[src/fan_duty_pkg.sv]
// Constants shared by the fan duty controller and its tachometer counter
`default_nettype none
package fan_duty_pkg;
  localparam int unsigned CLK_HZ          = 250000000;
  localparam int unsigned LUT_ENTRIES     = 12;
  // Register map
  localparam logic [7:0]  TACH_LOW_ADDR   = 8'h46;
  localparam logic [7:0]  TACH_HIGH_ADDR  = 8'h47;
  localparam logic [7:0]  LUT_BASE_ADDR   = 8'h50;  // Temp at base+2i, duty at base+2i+1
  localparam logic [7:0]  LUT_TEMP_RESET  = 8'hff;
  localparam logic [7:0]  LUT_DUTY_RESET  = 8'h00;
  // Duty scale
  localparam logic [7:0]  DUTY_FULL       = 8'hff;
  localparam logic [7:0]  DUTY_ZERO       = 8'h00;
  localparam logic [7:0]  STEP_FINE       = 8'h01;  // 0.39 percent
  localparam logic [7:0]  STEP_COARSE     = 8'h10;  // 6.25 percent
  localparam logic [7:0]  COARSE_MASK     = 8'hf0;
  // Tachometer reference
  localparam int unsigned TACH_REF_HZ     = 90000;
  localparam int unsigned TACH_DIV        = CLK_HZ / TACH_REF_HZ;
  // PWM: 255 slots per period at 22.5 kHz
  localparam int unsigned PWM_HZ          = 22500;
  localparam int unsigned PWM_SLOTS       = 255;
  localparam int unsigned PWM_DIV         = CLK_HZ / (PWM_HZ * PWM_SLOTS);
  // Smoothing intervals in microseconds
  localparam int unsigned STEP_TIME0_US   = 182000;
  localparam int unsigned STEP_TIME1_US   = 91000;
  localparam int unsigned STEP_TIME2_US   = 46000;
  localparam int unsigned STEP_TIME3_US   = 23000;
  localparam int unsigned STEP_CYC0       = STEP_TIME0_US * (CLK_HZ / 1000000);
  localparam int unsigned STEP_CYC1       = STEP_TIME1_US * (CLK_HZ / 1000000);
  localparam int unsigned STEP_CYC2       = STEP_TIME2_US * (CLK_HZ / 1000000);
  localparam int unsigned STEP_CYC3       = STEP_TIME3_US * (CLK_HZ / 1000000);
endpackage : fan_duty_pkg
`default_nettype wire

[src/tach_link_if.sv]
// Interface between the duty controller and the tachometer period counter
`timescale 1ns/1ps
`default_nettype none
interface tach_link_if;
  logic        tach_level;
  logic [15:0] period_count;
  modport counter (input tach_level, output period_count);
  modport user    (output tach_level, input period_count);
endinterface : tach_link_if
`default_nettype wire

[src/tach_period_counter.sv]
// Tachometer period counter on a 90 kHz reference tick
`timescale 1ns/1ps
`default_nettype none
module tach_period_counter (
  input  wire logic         clk,
  input  wire logic         nrst,
  tach_link_if.counter      link
);
  logic [11:0] ref_div;
  logic        ref_tick;
  logic        tach_prev;
  logic [15:0] running;

  // Reference tick divider
  always_ff @(posedge clk) begin
    if (!nrst) begin
      ref_div  <= 12'h000;
      ref_tick <= 1'b0;
    end else if (ref_div == 12'(fan_duty_pkg::TACH_DIV - 1)) begin
      ref_div  <= 12'h000;
      ref_tick <= 1'b1;
    end else begin
      ref_div  <= ref_div + 12'h001;
      ref_tick <= 1'b0;
    end
  end

  // Count ticks between rising edges, latch the total on each edge
  always_ff @(posedge clk) begin
    if (!nrst) begin
      tach_prev         <= 1'b0;
      running           <= 16'h0000;
      link.period_count <= 16'hffff;
    end else begin
      tach_prev <= link.tach_level;
      if (link.tach_level && !tach_prev) begin
        link.period_count <= running;
        running           <= 16'h0000;
      end else if (ref_tick && running != 16'hffff) begin
        running <= running + 16'h0001;
      end
    end
  end
endmodule : tach_period_counter
`default_nettype wire

[src/lut_fan_duty_controller.sv]
// Lookup-table fan duty controller with smoothing, hysteresis and tach readout
`timescale 1ns/1ps
`default_nettype none
// How it works
// - Twelve entries pair a temperature set-point with a duty value.
// - Fine one-in-255 duty steps only when 22.5 kHz high resolution selected.
// - Without smoothing the duty jumps to the new entry value at once.
// - With smoothing the duty climbs one step per programmed interval.
// - Below the lowest set-point the duty is zero.
// - Hold the lower entry's duty until the next set-point is exceeded.
// - Comparison resolution one or half degree; transition one step above entry.
// - On falling temperature every set-point is lowered by the hysteresis.
// - Critical temperature output forces full duty at once, no ramp.
// - Four step intervals: 0.182, 0.091, 0.046 and 0.023 seconds.
// - One interval setting serves every table transition.
// - Step size equals duty resolution: 6.25 or 0.39 percent.
// - Tach period counted in 90 kHz reference ticks.
// - Tach count read as low byte at 0x46, high byte at 0x47.
module lut_fan_duty_controller #(
  parameter int unsigned STEP_CYC0 = fan_duty_pkg::STEP_CYC0,
  parameter int unsigned STEP_CYC1 = fan_duty_pkg::STEP_CYC1,
  parameter int unsigned STEP_CYC2 = fan_duty_pkg::STEP_CYC2,
  parameter int unsigned STEP_CYC3 = fan_duty_pkg::STEP_CYC3
) (
  input  wire logic       clk,
  input  wire logic       nrst,
  input  wire logic [8:0] temp_half,          // Remote temperature, 0.5 degree units
  input  wire logic       critical_temp_output,
  input  wire logic       smooth_enable,
  input  wire logic [1:0] step_interval_sel,
  input  wire logic       half_degree_res,
  input  wire logic       high_res_22k5,
  input  wire logic [3:0] hysteresis_deg,
  input  wire logic       tach_in,
  input  wire logic [7:0] reg_addr,
  input  wire logic       reg_write,
  input  wire logic [7:0] reg_wdata,
  output logic      [7:0] reg_rdata,
  output logic      [7:0] duty_now,
  output logic            pwm_out
);
  localparam int unsigned N = fan_duty_pkg::LUT_ENTRIES;

  logic [7:0]  lut_temp [N];
  logic [7:0]  lut_duty [N];
  logic [3:0]  level;
  logic [3:0]  next_level;
  logic [3:0]  count_rise;
  logic [3:0]  count_fall;
  logic [7:0]  target;
  logic [7:0]  step;
  logic [25:0] interval_cnt;
  logic [25:0] interval_len;
  logic        interval_done;
  logic [7:0]  pwm_pre;
  logic [7:0]  pwm_slot;
  logic [N-1:0] above_rise;
  logic [N-1:0] above_fall;

  tach_link_if tach_link ();
  assign tach_link.tach_level = tach_in;

  tach_period_counter u_tach (
    .clk  (clk),
    .nrst (nrst),
    .link (tach_link.counter)
  );

  // Per-entry storage and threshold compares
  for (genvar i = 0; i < N; i++) begin : g_entry
    logic [9:0] thr;
    logic [9:0] thr_low;
    always_ff @(posedge clk) begin
      if (!nrst) begin
        lut_temp[i] <= fan_duty_pkg::LUT_TEMP_RESET;
        lut_duty[i] <= fan_duty_pkg::LUT_DUTY_RESET;
      end else if (reg_write) begin
        if (reg_addr == fan_duty_pkg::LUT_BASE_ADDR + 8'(2 * i)) begin
          lut_temp[i] <= reg_wdata;
        end else if (reg_addr == fan_duty_pkg::LUT_BASE_ADDR + 8'(2 * i + 1)) begin
          lut_duty[i] <= reg_wdata;
        end
      end
    end
    // Set-point in half degrees plus one resolution step
    assign thr = {1'b0, lut_temp[i], 1'b0} + (half_degree_res ? 10'h001 : 10'h002);
    // Hysteresis clamps at zero so a low set-point never wraps around
    assign thr_low = (thr > {5'h00, hysteresis_deg, 1'b0}) ?
                     thr - {5'h00, hysteresis_deg, 1'b0} : 10'h000;
    assign above_rise[i] = {1'b0, temp_half} >= thr;
    assign above_fall[i] = {1'b0, temp_half} >= thr_low;
  end

  // Count entries passed; ascending table makes this the active level
  always_comb begin
    count_rise = 4'h0;
    count_fall = 4'h0;
    for (int j = 0; j < N; j++) begin
      count_rise = count_rise + {3'h0, above_rise[j]};
      count_fall = count_fall + {3'h0, above_fall[j]};
    end
  end

  // Rising uses plain set-points, falling uses lowered ones
  // Lowered set-points never count fewer entries, so falling only drops the level
  always_comb begin
    if (count_rise >= level) begin
      next_level = count_rise;
    end else if (count_fall < level) begin
      next_level = count_fall;
    end else begin
      next_level = level;
    end
  end

  // Active level register
  always_ff @(posedge clk) begin
    if (!nrst) begin
      level <= 4'h0;
    end else begin
      level <= next_level;
    end
  end

  // Target duty of the active level, zero below the first entry
  // Coarse mode drops the low nibble so targets are whole coarse steps
  always_comb begin
    if (level == 4'h0) begin
      target = fan_duty_pkg::DUTY_ZERO;
    end else begin
      target = lut_duty[level - 4'h1];
    end
    if (!high_res_22k5) begin
      target = target & fan_duty_pkg::COARSE_MASK;
    end
    step = high_res_22k5 ? fan_duty_pkg::STEP_FINE : fan_duty_pkg::STEP_COARSE;
  end

  // One interval selection shared by all transitions
  always_comb begin
    case (step_interval_sel)
      2'd0:    interval_len = 26'(STEP_CYC0 - 1);
      2'd1:    interval_len = 26'(STEP_CYC1 - 1);
      2'd2:    interval_len = 26'(STEP_CYC2 - 1);
      default: interval_len = 26'(STEP_CYC3 - 1);
    endcase
  end

  // Interval elapsed; shared by the timer and the ramp
  assign interval_done = (interval_cnt >= interval_len);

  // Interval timer for smoothing steps
  // Held clear during the override so the first step after release waits a full interval
  always_ff @(posedge clk) begin
    if (!nrst || critical_temp_output || duty_now == target) begin
      interval_cnt <= 26'h0;
    end else if (interval_done) begin
      interval_cnt <= 26'h0;
    end else begin
      interval_cnt <= interval_cnt + 26'h1;
    end
  end

  // Duty update: critical override, jump, or ramp one step
  // After the override the ramp starts back down from full scale
  always_ff @(posedge clk) begin
    if (!nrst) begin
      duty_now <= fan_duty_pkg::DUTY_ZERO;
    end else if (critical_temp_output) begin
      duty_now <= fan_duty_pkg::DUTY_FULL;
    end else if (!smooth_enable) begin
      duty_now <= target;
    end else if (interval_done) begin
      if (duty_now < target) begin
        duty_now <= (target - duty_now > step) ? duty_now + step : target;
      end else if (duty_now > target) begin
        duty_now <= (duty_now - target > step) ? duty_now - step : target;
      end
    end
  end

  // PWM: 255 slots per period; full duty stays high
  // Slot never reaches 255, so the top duty keeps the pin high all period
  always_ff @(posedge clk) begin
    if (!nrst) begin
      pwm_pre  <= 8'h00;
      pwm_slot <= 8'h00;
      pwm_out  <= 1'b0;
    end else begin
      if (pwm_pre == 8'(fan_duty_pkg::PWM_DIV - 1)) begin
        pwm_pre  <= 8'h00;
        pwm_slot <= (pwm_slot == 8'(fan_duty_pkg::PWM_SLOTS - 1)) ? 8'h00 : pwm_slot + 8'h01;
      end else begin
        pwm_pre <= pwm_pre + 8'h01;
      end
      pwm_out <= (pwm_slot < duty_now);
    end
  end

  // Register read port
  // Tach bytes come from the live count; read both while the fan runs steady
  always_ff @(posedge clk) begin
    if (!nrst) begin
      reg_rdata <= 8'h00;
    end else if (reg_addr == fan_duty_pkg::TACH_LOW_ADDR) begin
      reg_rdata <= tach_link.period_count[7:0];
    end else if (reg_addr == fan_duty_pkg::TACH_HIGH_ADDR) begin
      reg_rdata <= tach_link.period_count[15:8];
    end else if (reg_addr >= fan_duty_pkg::LUT_BASE_ADDR &&
                 reg_addr < fan_duty_pkg::LUT_BASE_ADDR + 8'(2 * N)) begin
      reg_rdata <= reg_addr[0] ? lut_duty[4'((reg_addr - fan_duty_pkg::LUT_BASE_ADDR) >> 1)]
                               : lut_temp[4'((reg_addr - fan_duty_pkg::LUT_BASE_ADDR) >> 1)];
    end else begin
      reg_rdata <= 8'h00;
    end
  end
endmodule : lut_fan_duty_controller
`default_nettype wire

[config.mk]
export PLATFORM = sky130hd
export DESIGN_NAME = lut_fan_duty_controller
export DESIGN_NICKNAME = d
export VERILOG_FILES = /design/src/fan_duty_pkg.sv /design/src/tach_link_if.sv /design/src/tach_period_counter.sv /design/src/lut_fan_duty_controller.sv
export SDC_FILE = /design/constraint.sdc
export NUM_CORES = 1
export LEC_CHECK = 0
export BUFFER_PORTS_ARGS = -buffer_cell sky130_fd_sc_hd__buf_2
export CAP_MARGIN = 20
export CORE_ASPECT_RATIO = 1.4
export CORE_UTILIZATION = 50
export CTS_BUF_LIST = sky130_fd_sc_hd__clkbuf_4
export DETAILED_ROUTE_END_ITERATION = 8
export GPL_TIMING_DRIVEN = 0
export PLACE_DENSITY = 0.68
export SLEW_MARGIN = 10
export SYNTH_ARGS = -nofsm -noshare
export SYNTH_HDL_FRONTEND = slang
export SYNTH_HIERARCHICAL = 1
export SYNTH_SLANG_ARGS = --single-unit
[constraint.sdc]
create_clock -name clk -period 10.7 [get_ports clk]
set_input_delay 2.14 -clock clk [delete_from_list [all_inputs] [get_ports clk]]
set_output_delay 2.14 -clock clk [all_outputs]
set_load 0.02 [all_outputs]
Word-level counts from Yosys, hierarchy flattened
Memory sizes are Yosys's and may differ from the RTL's. Index checks and enable logic that the tools add are counted.

Add/subtract/negate cells: 57. Magnitude comparators: 46. Equal/unequal tests: 35. Mux-type cells: 165. Bitwise logic cells: 25. Reductions and logical operators: 15.

Operators with widths (count): $mux W8 (37); $ge A9 B10 Y1 (24); $eq A8 B7 Y1 const B (26); $gt A10 B5 Y1 (12); $mux W10 (12); $sub A10 B5 Y10 (12); $add A9 B10 Y10 (11); $mux W1 (110); $pmux W26 S3 (1); $add A4 B1 Y4 (16); $add A26 B1 Y26 const B (1); $ge A26 B26 Y1 (1); $or A1 B1 Y1 (24); $add A16 B1 Y16 const B (1); $add A8 B1 Y8 const B (2); $gt A8 B5 Y1 (2); $lt A8 B8 Y1 (2); $ne A16 B16 Y1 const B (1); $sub A8 B8 Y8 (2); $add A12 B1 Y12 const B (1); $eq A12 B12 Y1 const B (1); $mux W4 (3); $add A9 B2 Y10 (1); $add A3 B1 Y4 (2); other kinds (29) (38).

Register bits after elaboration: 109. RAM bits: 192. Input port bits: 39. Output and inout bits: 17. Logic and storage cells: 357. Memories kept: 2.

Memory list: lut_duty (depth 12, bits a word 8, rd ports 2, clocked after memory_dff 0, write ports 12, line lut_fan_duty_controller.sv:45) `logic [7:0] lut_duty [N];`; lut_temp (depth 12, bits a word 8, rd ports 13, clocked after memory_dff 0, write ports 12, line lut_fan_duty_controller.sv:44) `logic [7:0] lut_temp [N];`.

Depth between registers and ports, before layout
Gate-level depths: netlist of the first run.

Depth after elaboration: 19. Depth in mapped cells: 39. Gate-level depth less buffers: 38.

Hierarchy
The synthesis of the first run kept the hierarchy.

By module, submodules not included: lut_fan_duty_controller (times used 1, cells an instance 2453, area each 24156.9 µm², seq. area each 7026.7 µm²); tach_period_counter (times used 1, cells an instance 233, area each 1954.4 µm², seq. area each 920.9 µm²).

Worst setup path after synthesis of the first run
OpenSTA, ideal clock, no wires.

Path type: input to register. Start point: input half_degree_res. End point: register level[0]. Library setup time: 0.086 ns. Arrival: 10.482 ns. Data required time: 10.614 ns. Path slack: 0.132 ns. Stages: 37. Buffers on the path: 1. Cell sequence: clkbuf_1 > clkinv_1 > ha_1 > ha_1 > ha_1 > nor2b_1 > o21ai_0 > nand2b_1 > a211oi_1 > o21bai_1 > nand2b_1 > and2_1 > ha_1 > nand2b_1 > a21o_1 > a21o_1 > a21o_1 > a21o_1 > a211oi_1 > o21ai_0 > o211ai_1 > fa_1 > inv_1 > fa_1 > fa_1 > inv_1 > fa_1 > inv_1 > ha_1 > fa_1 > ha_1 > o21ai_0 > nand2b_1 > a21o_1 > a21oi_1 > a21oi_1 > a211oi_1.

Word-level cells in the longest chain between the ends: 18. Elaborated cells on any way between the ends: 100. Those cells by class: add/sub: 46; order compare: 38; mux: 15; reduce/logical: 1.

Ends and longest elaborated chain: start, declared (line lut_fan_duty_controller.sv:31) `input wire logic half_degree_res,`; $mux W2 (*) (line lut_fan_duty_controller.sv:86) `assign thr = {1'b0, lut_temp[i], 1'b0} + (half_degree_res ? 10'h001 : 10'h002);`; $add A9 B10 Y10 (line lut_fan_duty_controller.sv:86); $sub A10 B5 Y10 / $gt A10 B5 Y1 (equally long branches) (line lut_fan_duty_controller.sv:89, lut_fan_duty_controller.sv:88); $mux W10 (line lut_fan_duty_controller.sv:88) `assign thr_low = (thr > {5'h00, hysteresis_deg, 1'b0}) ?`; $ge A9 B10 Y1 (line lut_fan_duty_controller.sv:91) `assign above_fall[i] = {1'b0, temp_half} >= thr_low;`; $add A1 B1 Y2 (line lut_fan_duty_controller.sv:100) `count_fall = count_fall + {3'h0, above_fall[j]};`; $add A2 B1 Y3 (line lut_fan_duty_controller.sv:100); $add A3 B1 Y4 (line lut_fan_duty_controller.sv:100); $add A4 B1 Y4 (8 in a row) (line lut_fan_duty_controller.sv:100); $lt A4 B4 Y1 / $mux W4 (equally long branches) (line lut_fan_duty_controller.sv:109) `end else if (count_fall < level) begin`; $reduce_bool A2 Y1 (no source line) / $mux W4 (equally long branches); end signal, assigned (line lut_fan_duty_controller.sv:121) `level <= next_level;`; end, declared (line lut_fan_duty_controller.sv:46) `logic [3:0] level;`.

Mark *: on every way between the ends. The rest lies on a longest branch, timed or not. The select of a mux whose other input is x is not followed. A chain may end at the register's enable or synchronous reset.

Worst setup path in the final report of the first run
Start point: input half_degree_res. End point: register level[1].

Same word-level chain as after synthesis.

==> run metrics, run 1 <==
status complete, no violations; Via Count 21460; flop-to-flop setup slack 2.08 ns; Reg2Reg Depth 37; final hold violation count 0; routed vias/inst 6.053; maximum vdd drop 0.2211 mV; clk buf depth 3; H-Tree Depth 3; Cells on Worst Hold Path 1; layout cell share with drive strength beyond 1 14.03%; RR Startpoint lut_temp[1][0]; largest net degree at the start of global routing 25; Skew-Pair Late Insertion Delay 0.77 ns; core area 51380 sq um; die area 53150 sq um; final wirelength 77700 um; CTS tree yes; internal power 3.021 mW; Layout Utilization 55.16%; fill count 4608; Final period util 95.12%; number of synthesized flops with an enable pin 192; TritonCTS buffer count 76; area leader, netlist edfxtp_1; GRT Total Usage 29.56%; Initial Utilization 50.82%; Clk pwr share 17.6%; register share of total power 25.9%; # clock sinks 301; I/O pins 56; Buffers on Ports 52; placer congestion estimate 0.9876; drt pass-1 iters 6; RSZ-0062 raised after global routing no; Worst path top cell family by delay adder cells; final slew viol count 0; sequential share of the synthesized area 30.44%; clock skew 0.05680 ns; Netlist Area Pre-Place 26110 sq um; most frequent cells in the layout ha_1 (358), nand2_1 (202), edfxtp_1 (192), nor2_1 (182); cell row count 98; mean cell area of the mapped netlist 9.721 sq um; routed len/inst 21.91 um; leakage 12.18 nW; Synth cell types 91; CP Data Arrival Time 10.75 ns; ys flop type edfxtp_1; die height 272.4 um; Die X 195.1 um; critical hold path startpoint interval_cnt[0]; sw power 2.320 mW; top area cells in the synthesized netlist edfxtp_1 (22%), ha_1 (17%), dfxtp_1 (8.4%), mux4_2 (6.9%), a21o_1 (3.6%); Worst Path Class, Setup in2reg; number of remaining DRC errors 0; Cells after DPL 3403; CTS clk-pin slew, worst paths 0.07 ns; Fmax 98.25 MHz; RR Endpoint level[1]; Synthesized Nets 3113; pwr dens 188.5 nW/um^2; worst hold margin 0.4637 ns; #FFs+latches synth 301; Hold Path Sink interval_cnt[0]; Worst EP required 11.27 ns; Logic pwr share 56.5%; Iter 0 DRT Violations 1320; most common cell after layout, fill and taps aside ha_1; HPWL after DPL 60240 um; slew of the pin with the lowest slew margin 1.064 ns; sw frac 43.44%; area share of the largest cell type after synthesis 22.08%; Crit Path Max Fanout 14; CP Capture Type flop; first-pass GRT wire length 121000 um; FFs w/ async S/R, synth 0%; Final ANT Viol Nets 0; Non-Filler Instances 3546; fin crit period 10.18 ns; most frequent CP cell a21o_1; max cap viols 0; hold_buf cts 0; Slowest-stage cell, CP fa_1; Max-slew headroom 29.05%; CP bufs+invs 7; GRT Residual Overflow 0; final setup violation count 0; CP max stage delay 0.56 ns; sum of negative setup slack 0 ns; vias in the first global route 21660; Final nets 3265; critical path startpoint category input port; Synth Warn # 6; root buf cell clkbuf_4; Hold WC Path Type reg2reg; antenna violations before repair 4; Synth Instances 2686; area growth from synthesis to layout 8.529%
## worst register-to-register path, delay by kind of cell (launching register included)
kind            cells  cell delay, ns
fa+ha+maj          11            4.14
compound gates     15            2.37
simple gates        8            1.19
flops               1            0.47
buf+inv             3            0.26
## synthesized netlist by cell type (4+ instances only)
cell type  number
a2111oi_0       6
a211o_1         6
a211oi_1       20
a21o_1        126
a21oi_1        92
a222oi_1        9
a2bb2oi_1      12
a31oi_1        21
and2_1        109
and3_1         39
and4_1         11
buf_1           8
buf_2          11
buf_4           5
clkbuf_1       46
dfxtp_1       109
edfxtp_1      192
fa_1           28
ha_1          360
inv_1         140
mux2i_1        20
mux4_2         80
nand2_1       202
nand2b_1       85
nand3_1       139
nand3b_1        6
nand4_1        33
nor2_1        182
nor2b_1        33
nor3_1         35
nor4_1          6
o211ai_1       15
o21a_1          8
o21ai_0       106
o21ai_1         4
o21bai_1        4
o31ai_1         9
or2_2          81
or3_1          19
or4_1           8
xnor2_1        78
xor2_1        106
## cells by family (layout without fill, tap and decap cells)
family,Yosys count,after routing,synth area share [%]
muxes,103,103,7.811
adders and majority gates,388,388,19.40
xor gates and xnor gates,185,185,6.277
AOI/OAI and AO/OA,487,487,12.71
buffers and inverters,215,422,3.306
DFF,301,301,30.44
and+or+nand+nor,1007,1007,20.06
other,0,3,0
## registers in the layout (all words and copies together) (netlist names)
| signal | flops |
|---|---|
| reg_rdata | 8 |
| u_tach/running | 16 |
| interval_cnt | 26 |
| lut_temp | 96 |
| pwm_slot | 8 |
| pwm_pre | 8 |
| lut_duty | 96 |
| level | 4 |
| pwm_out | 1 |
| u_tach/ref_div | 12 |
| u_tach/link.period_count | 16 |
| u_tach/tach_prev | 1 |
| duty_now | 8 |
| u_tach/ref_tick | 1 |
## power groups by stage
stage / combinational, mW / clock (mW) / sequential (mW)
floorplan: 2.16 / 0 / 1.39
global placement: 2.86 / 0 / 1.41
detailed placement: 2.93 / 0 / 1.41
CTS: 2.97 / 0.959 / 1.38
global route: 3.34 / 1.01 / 1.39
finish: 3.02 / 0.939 / 1.38
## how the worst max path moves through the flow
stage / from / to / slack [ns] / cells past startpoint
after floorplan: half_degree_res / level[0] / 0.13 / 37
after global placement: half_degree_res / level[2] / -2.53 / 38
after detailed placement: half_degree_res / level[1] / -2.11 / 39
after CTS: hysteresis_deg[1] / level[2] / 0.09 / 35
after global routing: half_degree_res / level[3] / 0.02 / 40
final: half_degree_res / level[1] / 0.52 / 40
## layer usage
| metal | GRT usage (%) | share of wire, % | vias to the layer above |
|---|---|---|---|
| li1 | - | - | 10170 |
| met1 | 32.33 | 37 | 10340 |
| met2 | 54.46 | 51 | 710 |
| met3 | 4.185 | 5.7 | 239 |
| met4 | 16.66 | 5.9 | 2 |
| met5 | 0 | 0.010 | - |
## cell type report
class                   instances  area (sq um)  area share, %
multi-input cells            2170         17340          61.20
clock buffers                  97         728.2          2.570
flip-flops and latches        301          7948          28.05
plain buffers                  74         344.1          1.214
diodes                          3         7.507        0.02649
repair buffers                 74         435.4          1.536
well taps                     650         813.3          2.870
clock inverters                36         180.2         0.6358
inverters                     141         538.0          1.899
## metrics by stage
step                      cell area, sq um  setup WS [ns]  power [mW]
after detailed placement             27300         -2.114       4.337
after global routing                 28330        0.02168       5.746
after floorplan                      26110         0.1324       3.550
final                                28340         0.5223       5.341
after CTS                            28230        0.09352       5.309
after global placement               27180         -2.533       4.270
## timing repair
action | 4_1_cts | 5_1_grt
pin swaps | 0 | 2
setup buffers | 0 | 5
endpoints found under the hold margin | 0 | 0
gates resized for setup | 8 | 10
setup endpoints to repair | 4 | 4
(Power assumes the default switching activity.)
==> run 2: changes to the inputs <==
--- a/config.mk
+++ b/config.mk
@@ -8,10 +8,12 @@
 export BUFFER_PORTS_ARGS = -buffer_cell sky130_fd_sc_hd__buf_2
 export CAP_MARGIN = 20
 export CORE_ASPECT_RATIO = 1.4
+export CORE_MARGIN = 2
 export CORE_UTILIZATION = 50
 export CTS_BUF_LIST = sky130_fd_sc_hd__clkbuf_4
 export DETAILED_ROUTE_END_ITERATION = 8
 export GPL_TIMING_DRIVEN = 0
+export MAX_ROUTING_LAYER = met4
 export PLACE_DENSITY = 0.68
 export SLEW_MARGIN = 10
 export SYNTH_ARGS = -nofsm -noshare
==> run metrics, run 2 (synthesis results as in run 1) <==
Crit Path Max Fanout 15 (was 14); area growth from synthesis to layout 8.510% (was 8.529%); Cells after DPL 3404 (was 3403); Hold WC Path Type reg2reg (unchanged); layout cell share with drive strength beyond 1 14.17% (was 14.03%); top flop regs lut_duty: 96 flops, lut_temp: 96 flops, interval_cnt: 26 flops (unchanged); most frequent cells in the layout ha_1 (360), nand2_1 (202), edfxtp_1 (192), nor2_1 (182) (was ha_1 (358), nand2_1 (202), edfxtp_1 (192), nor2_1 (182)); placer congestion estimate 1.020 (was 0.9876); routed vias/inst 6.080 (was 6.053); largest net degree at the start of global routing 25 (unchanged); CP Data Arrival Time 10.91 ns (was 10.75 ns); most common cell after layout, fill and taps aside ha_1 (unchanged); TritonCTS buffer count 69 (was 76); CP max stage delay 0.59 ns (was 0.56 ns); routed len/inst 22.03 um (was 21.91 um); busiest grt layer met2 (unchanged); grt met3 use 3.924% (was 4.185%); Setup WS pre-CTS -2.096 ns (was -2.114 ns); die area 54090 sq um (was 53150 sq um); leakage 12.18 nW (about the same); critical path startpoint category input port (unchanged); first-pass GRT wire length 121700 um (was 121000 um); met2 Use GR 53.76% (was 54.46%); fin crit period 10.31 ns (was 10.18 ns); pwr dens 190.0 nW/um^2 (was 188.5 nW/um^2); Reg2Reg Depth 37 (unchanged); Via Count 21520 (was 21460); most frequent CP cell ha_1 (was a21o_1); final hold violation count 0 (unchanged); Worst Setup EP level[2] (was level[1]); clock skew 0.04661 ns (was 0.05680 ns); Tot Pwr 5.383 mW (was 5.341 mW); placed inst area 27290 sq um (was 27300 sq um); drt pass-1 iters 8 (was 6); final wirelength 77970 um (was 77700 um); hold_buf cts 0 (unchanged); Max-slew headroom 30.08% (was 29.05%); CP Capture Type flop (unchanged); vias in the first global route 21850 (was 21660); Non-Filler Instances 3539 (was 3546); grt met1 use 31.66% (was 32.33%); max cap viols 0 (unchanged); maximum vdd drop 0.2244 mV (was 0.2211 mV); Buffers on Ports 52 (unchanged); Final nets 3257 (was 3265); H-Tree Depth 3 (unchanged); Worst EP required 11.30 ns (was 11.27 ns); CTS clk-pin slew, worst paths 0.07 ns (about the same); Initial Utilization 50.31% (was 50.82%); final setup violation count 0 (unchanged); die height 274.4 um (was 272.4 um); cell row count 99 (was 98); slew of the pin with the lowest slew margin 1.049 ns (was 1.064 ns); Skew-Pair Late Insertion Delay 0.77 ns (about the same); clk buf depth 3 (unchanged); RR Startpoint lut_temp[1][0] (unchanged); # clock sinks 301 (unchanged); I/O pins 56 (unchanged); HPWL after DPL 61000 um (was 60240 um); core area 51900 sq um (was 51380 sq um); Fmax 96.97 MHz (was 98.25 MHz); flop-to-flop setup slack 1.96 ns (was 2.08 ns); GRT Residual Overflow 0 (unchanged); Final ANT Viol Nets 0 (unchanged); GRT Total Usage 30.29% (was 29.56%); cell area after layout 28330 sq um (was 28340 sq um); root buf cell clkbuf_4 (unchanged); Die X 197.1 um (was 195.1 um); antenna violations before repair 3 (was 4); Iter 0 DRT Violations 1428 (was 1320); RR Endpoint level[2] (was level[1]); number of remaining DRC errors 0 (unchanged); Critical Path Start half_degree_res (unchanged); final slew viol count 0 (unchanged); Final period util 96.38% (was 95.12%); status complete, no violations (unchanged); Final WS setup 0.3871 ns (was 0.5223 ns); Slowest-stage cell, CP fa_1 (unchanged); Worst Path Class, Setup in2reg (unchanged); CTS tree yes (unchanged)
[run 2: cell count changes in the layout (fill, tap and decap cells not counted), sizes merged]
cell,previous run,this run
buf,101,100
bufinv,1,2
clkbuf,144,149
clkinv,33,14
clkinvlp,2,1
diode,3,4
inv,141,142
[run 2: worst max-delay path: cells and delay by family]
family,cells,cell delay (ns)
AO/OA/AOI/OAI,15,2.51
buffers and inverters,7,0.93
AND/OR/NAND/NOR,7,1.02
adder cells (fa/ha/maj),11,4.31
[run 2: cell type report]
type	count	area (sq um)
Antenna cell	4	10.01
Sequential cell	301	7948
Clock inverter	18	126.4
Buffer	74	345.3
Timing Repair Buffer	73	422.9
Tap cell	656	820.8
Clock buffer	102	765.7
Multi-Input combinational cell	2170	17360
Fill cell	4635	23570
Inverter	141	535.5
[run 2: what timing repair did]
item | in CTS | in global routing
resized for setup | 7 | 10
buffers inserted | 0 | 6
setup endpoints to repair | 4 | 4
pin swaps | 0 | 1
endpoints found under the hold margin | 0 | 0
[run 2: power breakdown]
| part | leakage [nW] | switching (mW) | internal [mW] |
|---|---|---|---|
| sequential | 2.77 | 0.0825 | 1.30 |
| clock | 0.540 | 0.458 | 0.485 |
| combinational | 8.87 | 1.78 | 1.28 |
[run 2: per-layer routing]
layer  vias up  share of wire (%)
met5         -                  0
met4         0                6.8
met3       270                5.5
met2       797                 51
met1     10300                 37
li1      10150                  -
[run 2: how the worst min path moves through the flow]
stage	startpoint	end	slack, ns	cells past startpoint
after floorplan	interval_cnt[0]	interval_cnt[0]	0.43	1
after global placement	interval_cnt[0]	interval_cnt[0]	0.44	1
after detailed placement	interval_cnt[0]	interval_cnt[0]	0.45	1
after CTS	interval_cnt[0]	interval_cnt[0]	0.47	1
after global routing	u_tach/link.period_count[5]	u_tach/link.period_count[5]	0.49	2
final	interval_cnt[0]	interval_cnt[0]	0.47	1
[run 2: metrics by stage]
stage	util (%)	hold slack, ns	setup TNS, ns
after global placement	52.39	0.4385	-10.17
after CTS	54.34	0.4694	0
after detailed placement	52.58	0.4537	-8.222
after global routing	54.59	0.4923	-0.004584
final	54.59	0.4654	0
after floorplan	-	0.4264	0
==> run 3: changes to the inputs <==
--- a/config.mk
+++ b/config.mk
@@ -5,16 +5,16 @@
 export SDC_FILE = /design/constraint.sdc
 export NUM_CORES = 1
 export LEC_CHECK = 0
-export BUFFER_PORTS_ARGS = -buffer_cell sky130_fd_sc_hd__buf_2
 export CAP_MARGIN = 20
 export CORE_ASPECT_RATIO = 1.4
 export CORE_MARGIN = 2
 export CORE_UTILIZATION = 50
 export CTS_BUF_LIST = sky130_fd_sc_hd__clkbuf_4
 export DETAILED_ROUTE_END_ITERATION = 8
+export DONT_BUFFER_PORTS = 1
 export GPL_TIMING_DRIVEN = 0
 export MAX_ROUTING_LAYER = met4
-export PLACE_DENSITY = 0.68
+export PLACE_DENSITY = 0.74
 export SLEW_MARGIN = 10
 export SYNTH_ARGS = -nofsm -noshare
 export SYNTH_HDL_FRONTEND = slang
==> run metrics, run 3 (synthesis results as in run 1) <==
Via Count 21510 (was 21520); die height 274.4 um (unchanged); top flop regs lut_duty: 96 flops, lut_temp: 96 flops, interval_cnt: 26 flops (unchanged); most frequent cells in the layout ha_1 (360), nand2_1 (202), edfxtp_1 (192), nor2_1 (182), inv_1 (140) (was ha_1 (360), nand2_1 (202), edfxtp_1 (192), nor2_1 (182)); RSZ-0062 raised after global routing no; final setup violation count 0 (unchanged); sum of negative setup slack 0 ns (unchanged); final slew viol count 0 (unchanged); CP Data Arrival Time 10.96 ns (was 10.91 ns); Non-Filler Instances 3490 (was 3539); core area 51900 sq um (unchanged); cell row count 99 (unchanged); final wirelength 79820 um (was 77970 um); Crit Path Max Fanout 12 (was 15); placer congestion estimate 1.082 (was 1.020); Logic pwr share 55.3% (was 56.8%); most common cell after layout, fill and taps aside ha_1 (unchanged); CTS clk-pin slew, worst paths 0.07 ns (about the same); hold_buf cts 0 (unchanged); routed len/inst 22.87 um (was 22.03 um); layout cell share with drive strength beyond 1 12.36% (was 14.17%); vias in the first global route 21900 (was 21850); maximum vdd drop 0.4039 mV (was 0.2244 mV); Fmax 97.22 MHz (was 96.97 MHz); Worst EP required 11.37 ns (was 11.30 ns); sw power 2.270 mW (was 2.316 mW); number of remaining DRC errors 0 (unchanged); I/O pins 56 (unchanged); root buf cell clkbuf_4 (unchanged); # clock sinks 301 (unchanged); area growth from synthesis to layout 7.451% (was 8.510%); internal power 3.057 mW (was 3.067 mW); slew of the pin with the lowest slew margin 1.107 ns (was 1.049 ns); Iter 0 DRT Violations 1285 (was 1428); HPWL after DPL 62780 um (was 61000 um); CTS tree yes (unchanged); fill count 4645 (was 4635); pwr dens 189.9 nW/um^2 (was 190.0 nW/um^2); most frequent CP cell ha_1 (unchanged); drt pass-1 iters 5 (was 8); Cells after DPL 3358 (was 3404); placed inst area 27070 sq um (was 27290 sq um); cell area after layout 28060 sq um (was 28330 sq um); Clk pwr share 18.2% (was 17.5%); GRT Residual Overflow 0 (unchanged); final hold violation count 0 (unchanged); Max-slew headroom 25.40% (was 30.08%); Final period util 96.13% (was 96.38%); register share of total power 26.5% (was 25.7%); Skew-Pair Late Insertion Delay 0.80 ns (was 0.77 ns); first-pass GRT wire length 122400 um (was 121700 um); Worst Path Class, Setup in2reg (unchanged); TritonCTS buffer count 73 (was 69); Slowest-stage cell, CP fa_1 (unchanged); status complete, no violations (unchanged); Hold WC Path Type reg2reg (unchanged); GRT Total Usage 30.74% (was 30.29%); CP max stage delay 0.58 ns (was 0.59 ns); Tot Pwr 5.327 mW (was 5.383 mW); sw frac 42.61% (was 43.03%); Die X 197.1 um (unchanged); leakage 11.97 nW (was 12.18 nW); critical path startpoint category input port (unchanged); postcts setup bufs 0 (unchanged); CP Capture Type flop (unchanged); antenna violations before repair 2 (was 3); fin crit period 10.29 ns (was 10.31 ns); Buffers on Ports 0 (was 52); die area 54090 sq um (unchanged); Initial Utilization 50.31% (unchanged); CTS resizes 5 (was 7); max cap viols 0 (unchanged); H-Tree Depth 3 (unchanged); clk buf depth 3 (unchanged); Final nets 3207 (was 3257); largest net degree at the start of global routing 25 (unchanged); clock skew 0.06266 ns (was 0.04661 ns); routed vias/inst 6.163 (was 6.080); Final ANT Viol Nets 0 (unchanged)
-- run 3: worst paths after layout --
| check | slack [ns] | end | cells past startpoint | startpoint |
|---|---|---|---|---|
| worst max-delay path | 0.41 | level[3] | 38 | half_degree_res |
| worst min-delay path | 0.46 | u_tach/ref_div[0] | 1 | u_tach/ref_div[0] |
| worst max register to register | 1.87 | level[3] | 35 | lut_temp[0][0] |
| worst min register to register | 0.46 | u_tach/ref_div[0] | 1 | u_tach/ref_div[0] |
-- run 3: worst max-delay path, delay by kind of cell --
kind                     cells  cell delay (ns)
adder cells (fa/ha/maj)     11             4.27
AND/OR/NAND/NOR              6             0.93
AO/OA/AOI/OAI               15             2.71
buffers and inverters        6             0.86
-- run 3: power groups by stage --
stage / Combinational [mW] / Clock [mW] / Sequential, mW
2_1_floorplan: 2.16 / 0 / 1.39
3_3_place_gp: 2.78 / 0 / 1.43
3_5_place_dp: 2.87 / 0 / 1.44
4_1_cts: 2.90 / 0.986 / 1.41
5_1_grt: 3.24 / 1.04 / 1.42
6_report: 2.95 / 0.969 / 1.41
-- run 3: area by class of cell --
type                            instances  area, sq um  area share (%)
Multi-Input combinational cell       2170        17320           61.75
Tap cell                              656        820.8           2.925
Inverter                              141        536.8           1.913
Clock inverter                         22        142.6          0.5084
Timing Repair Buffer                   19        153.9          0.5485
Sequential cell                       301         7948           28.33
Clock buffer                          105        788.3           2.809
Antenna cell                            2        5.005         0.01784
Buffer                                 74        337.8           1.204
-- run 3: metal layers --
layer  vias to the layer above  track usage (%)  share of wire [%]
met1                     10370            31.08                 35
met4                         0            21.67                7.6
li1                      10050                -                  -
met2                       817            54.29                 51
met5                         -                -                  0
met3                       278            4.711                6.4
-- run 3: per-stage QoR --
step | setup slack (ns) | util [%] | hold WS, ns
floorplan | 0.1324 | - | 0.4264
global placement | -2.395 | 51.89 | 0.4380
detailed placement | -2.068 | 52.16 | 0.4513
CTS | 0.08502 | 53.98 | 0.4641
global route | 0.03494 | 54.06 | 0.4939
finish | 0.4138 | 54.06 | 0.4571
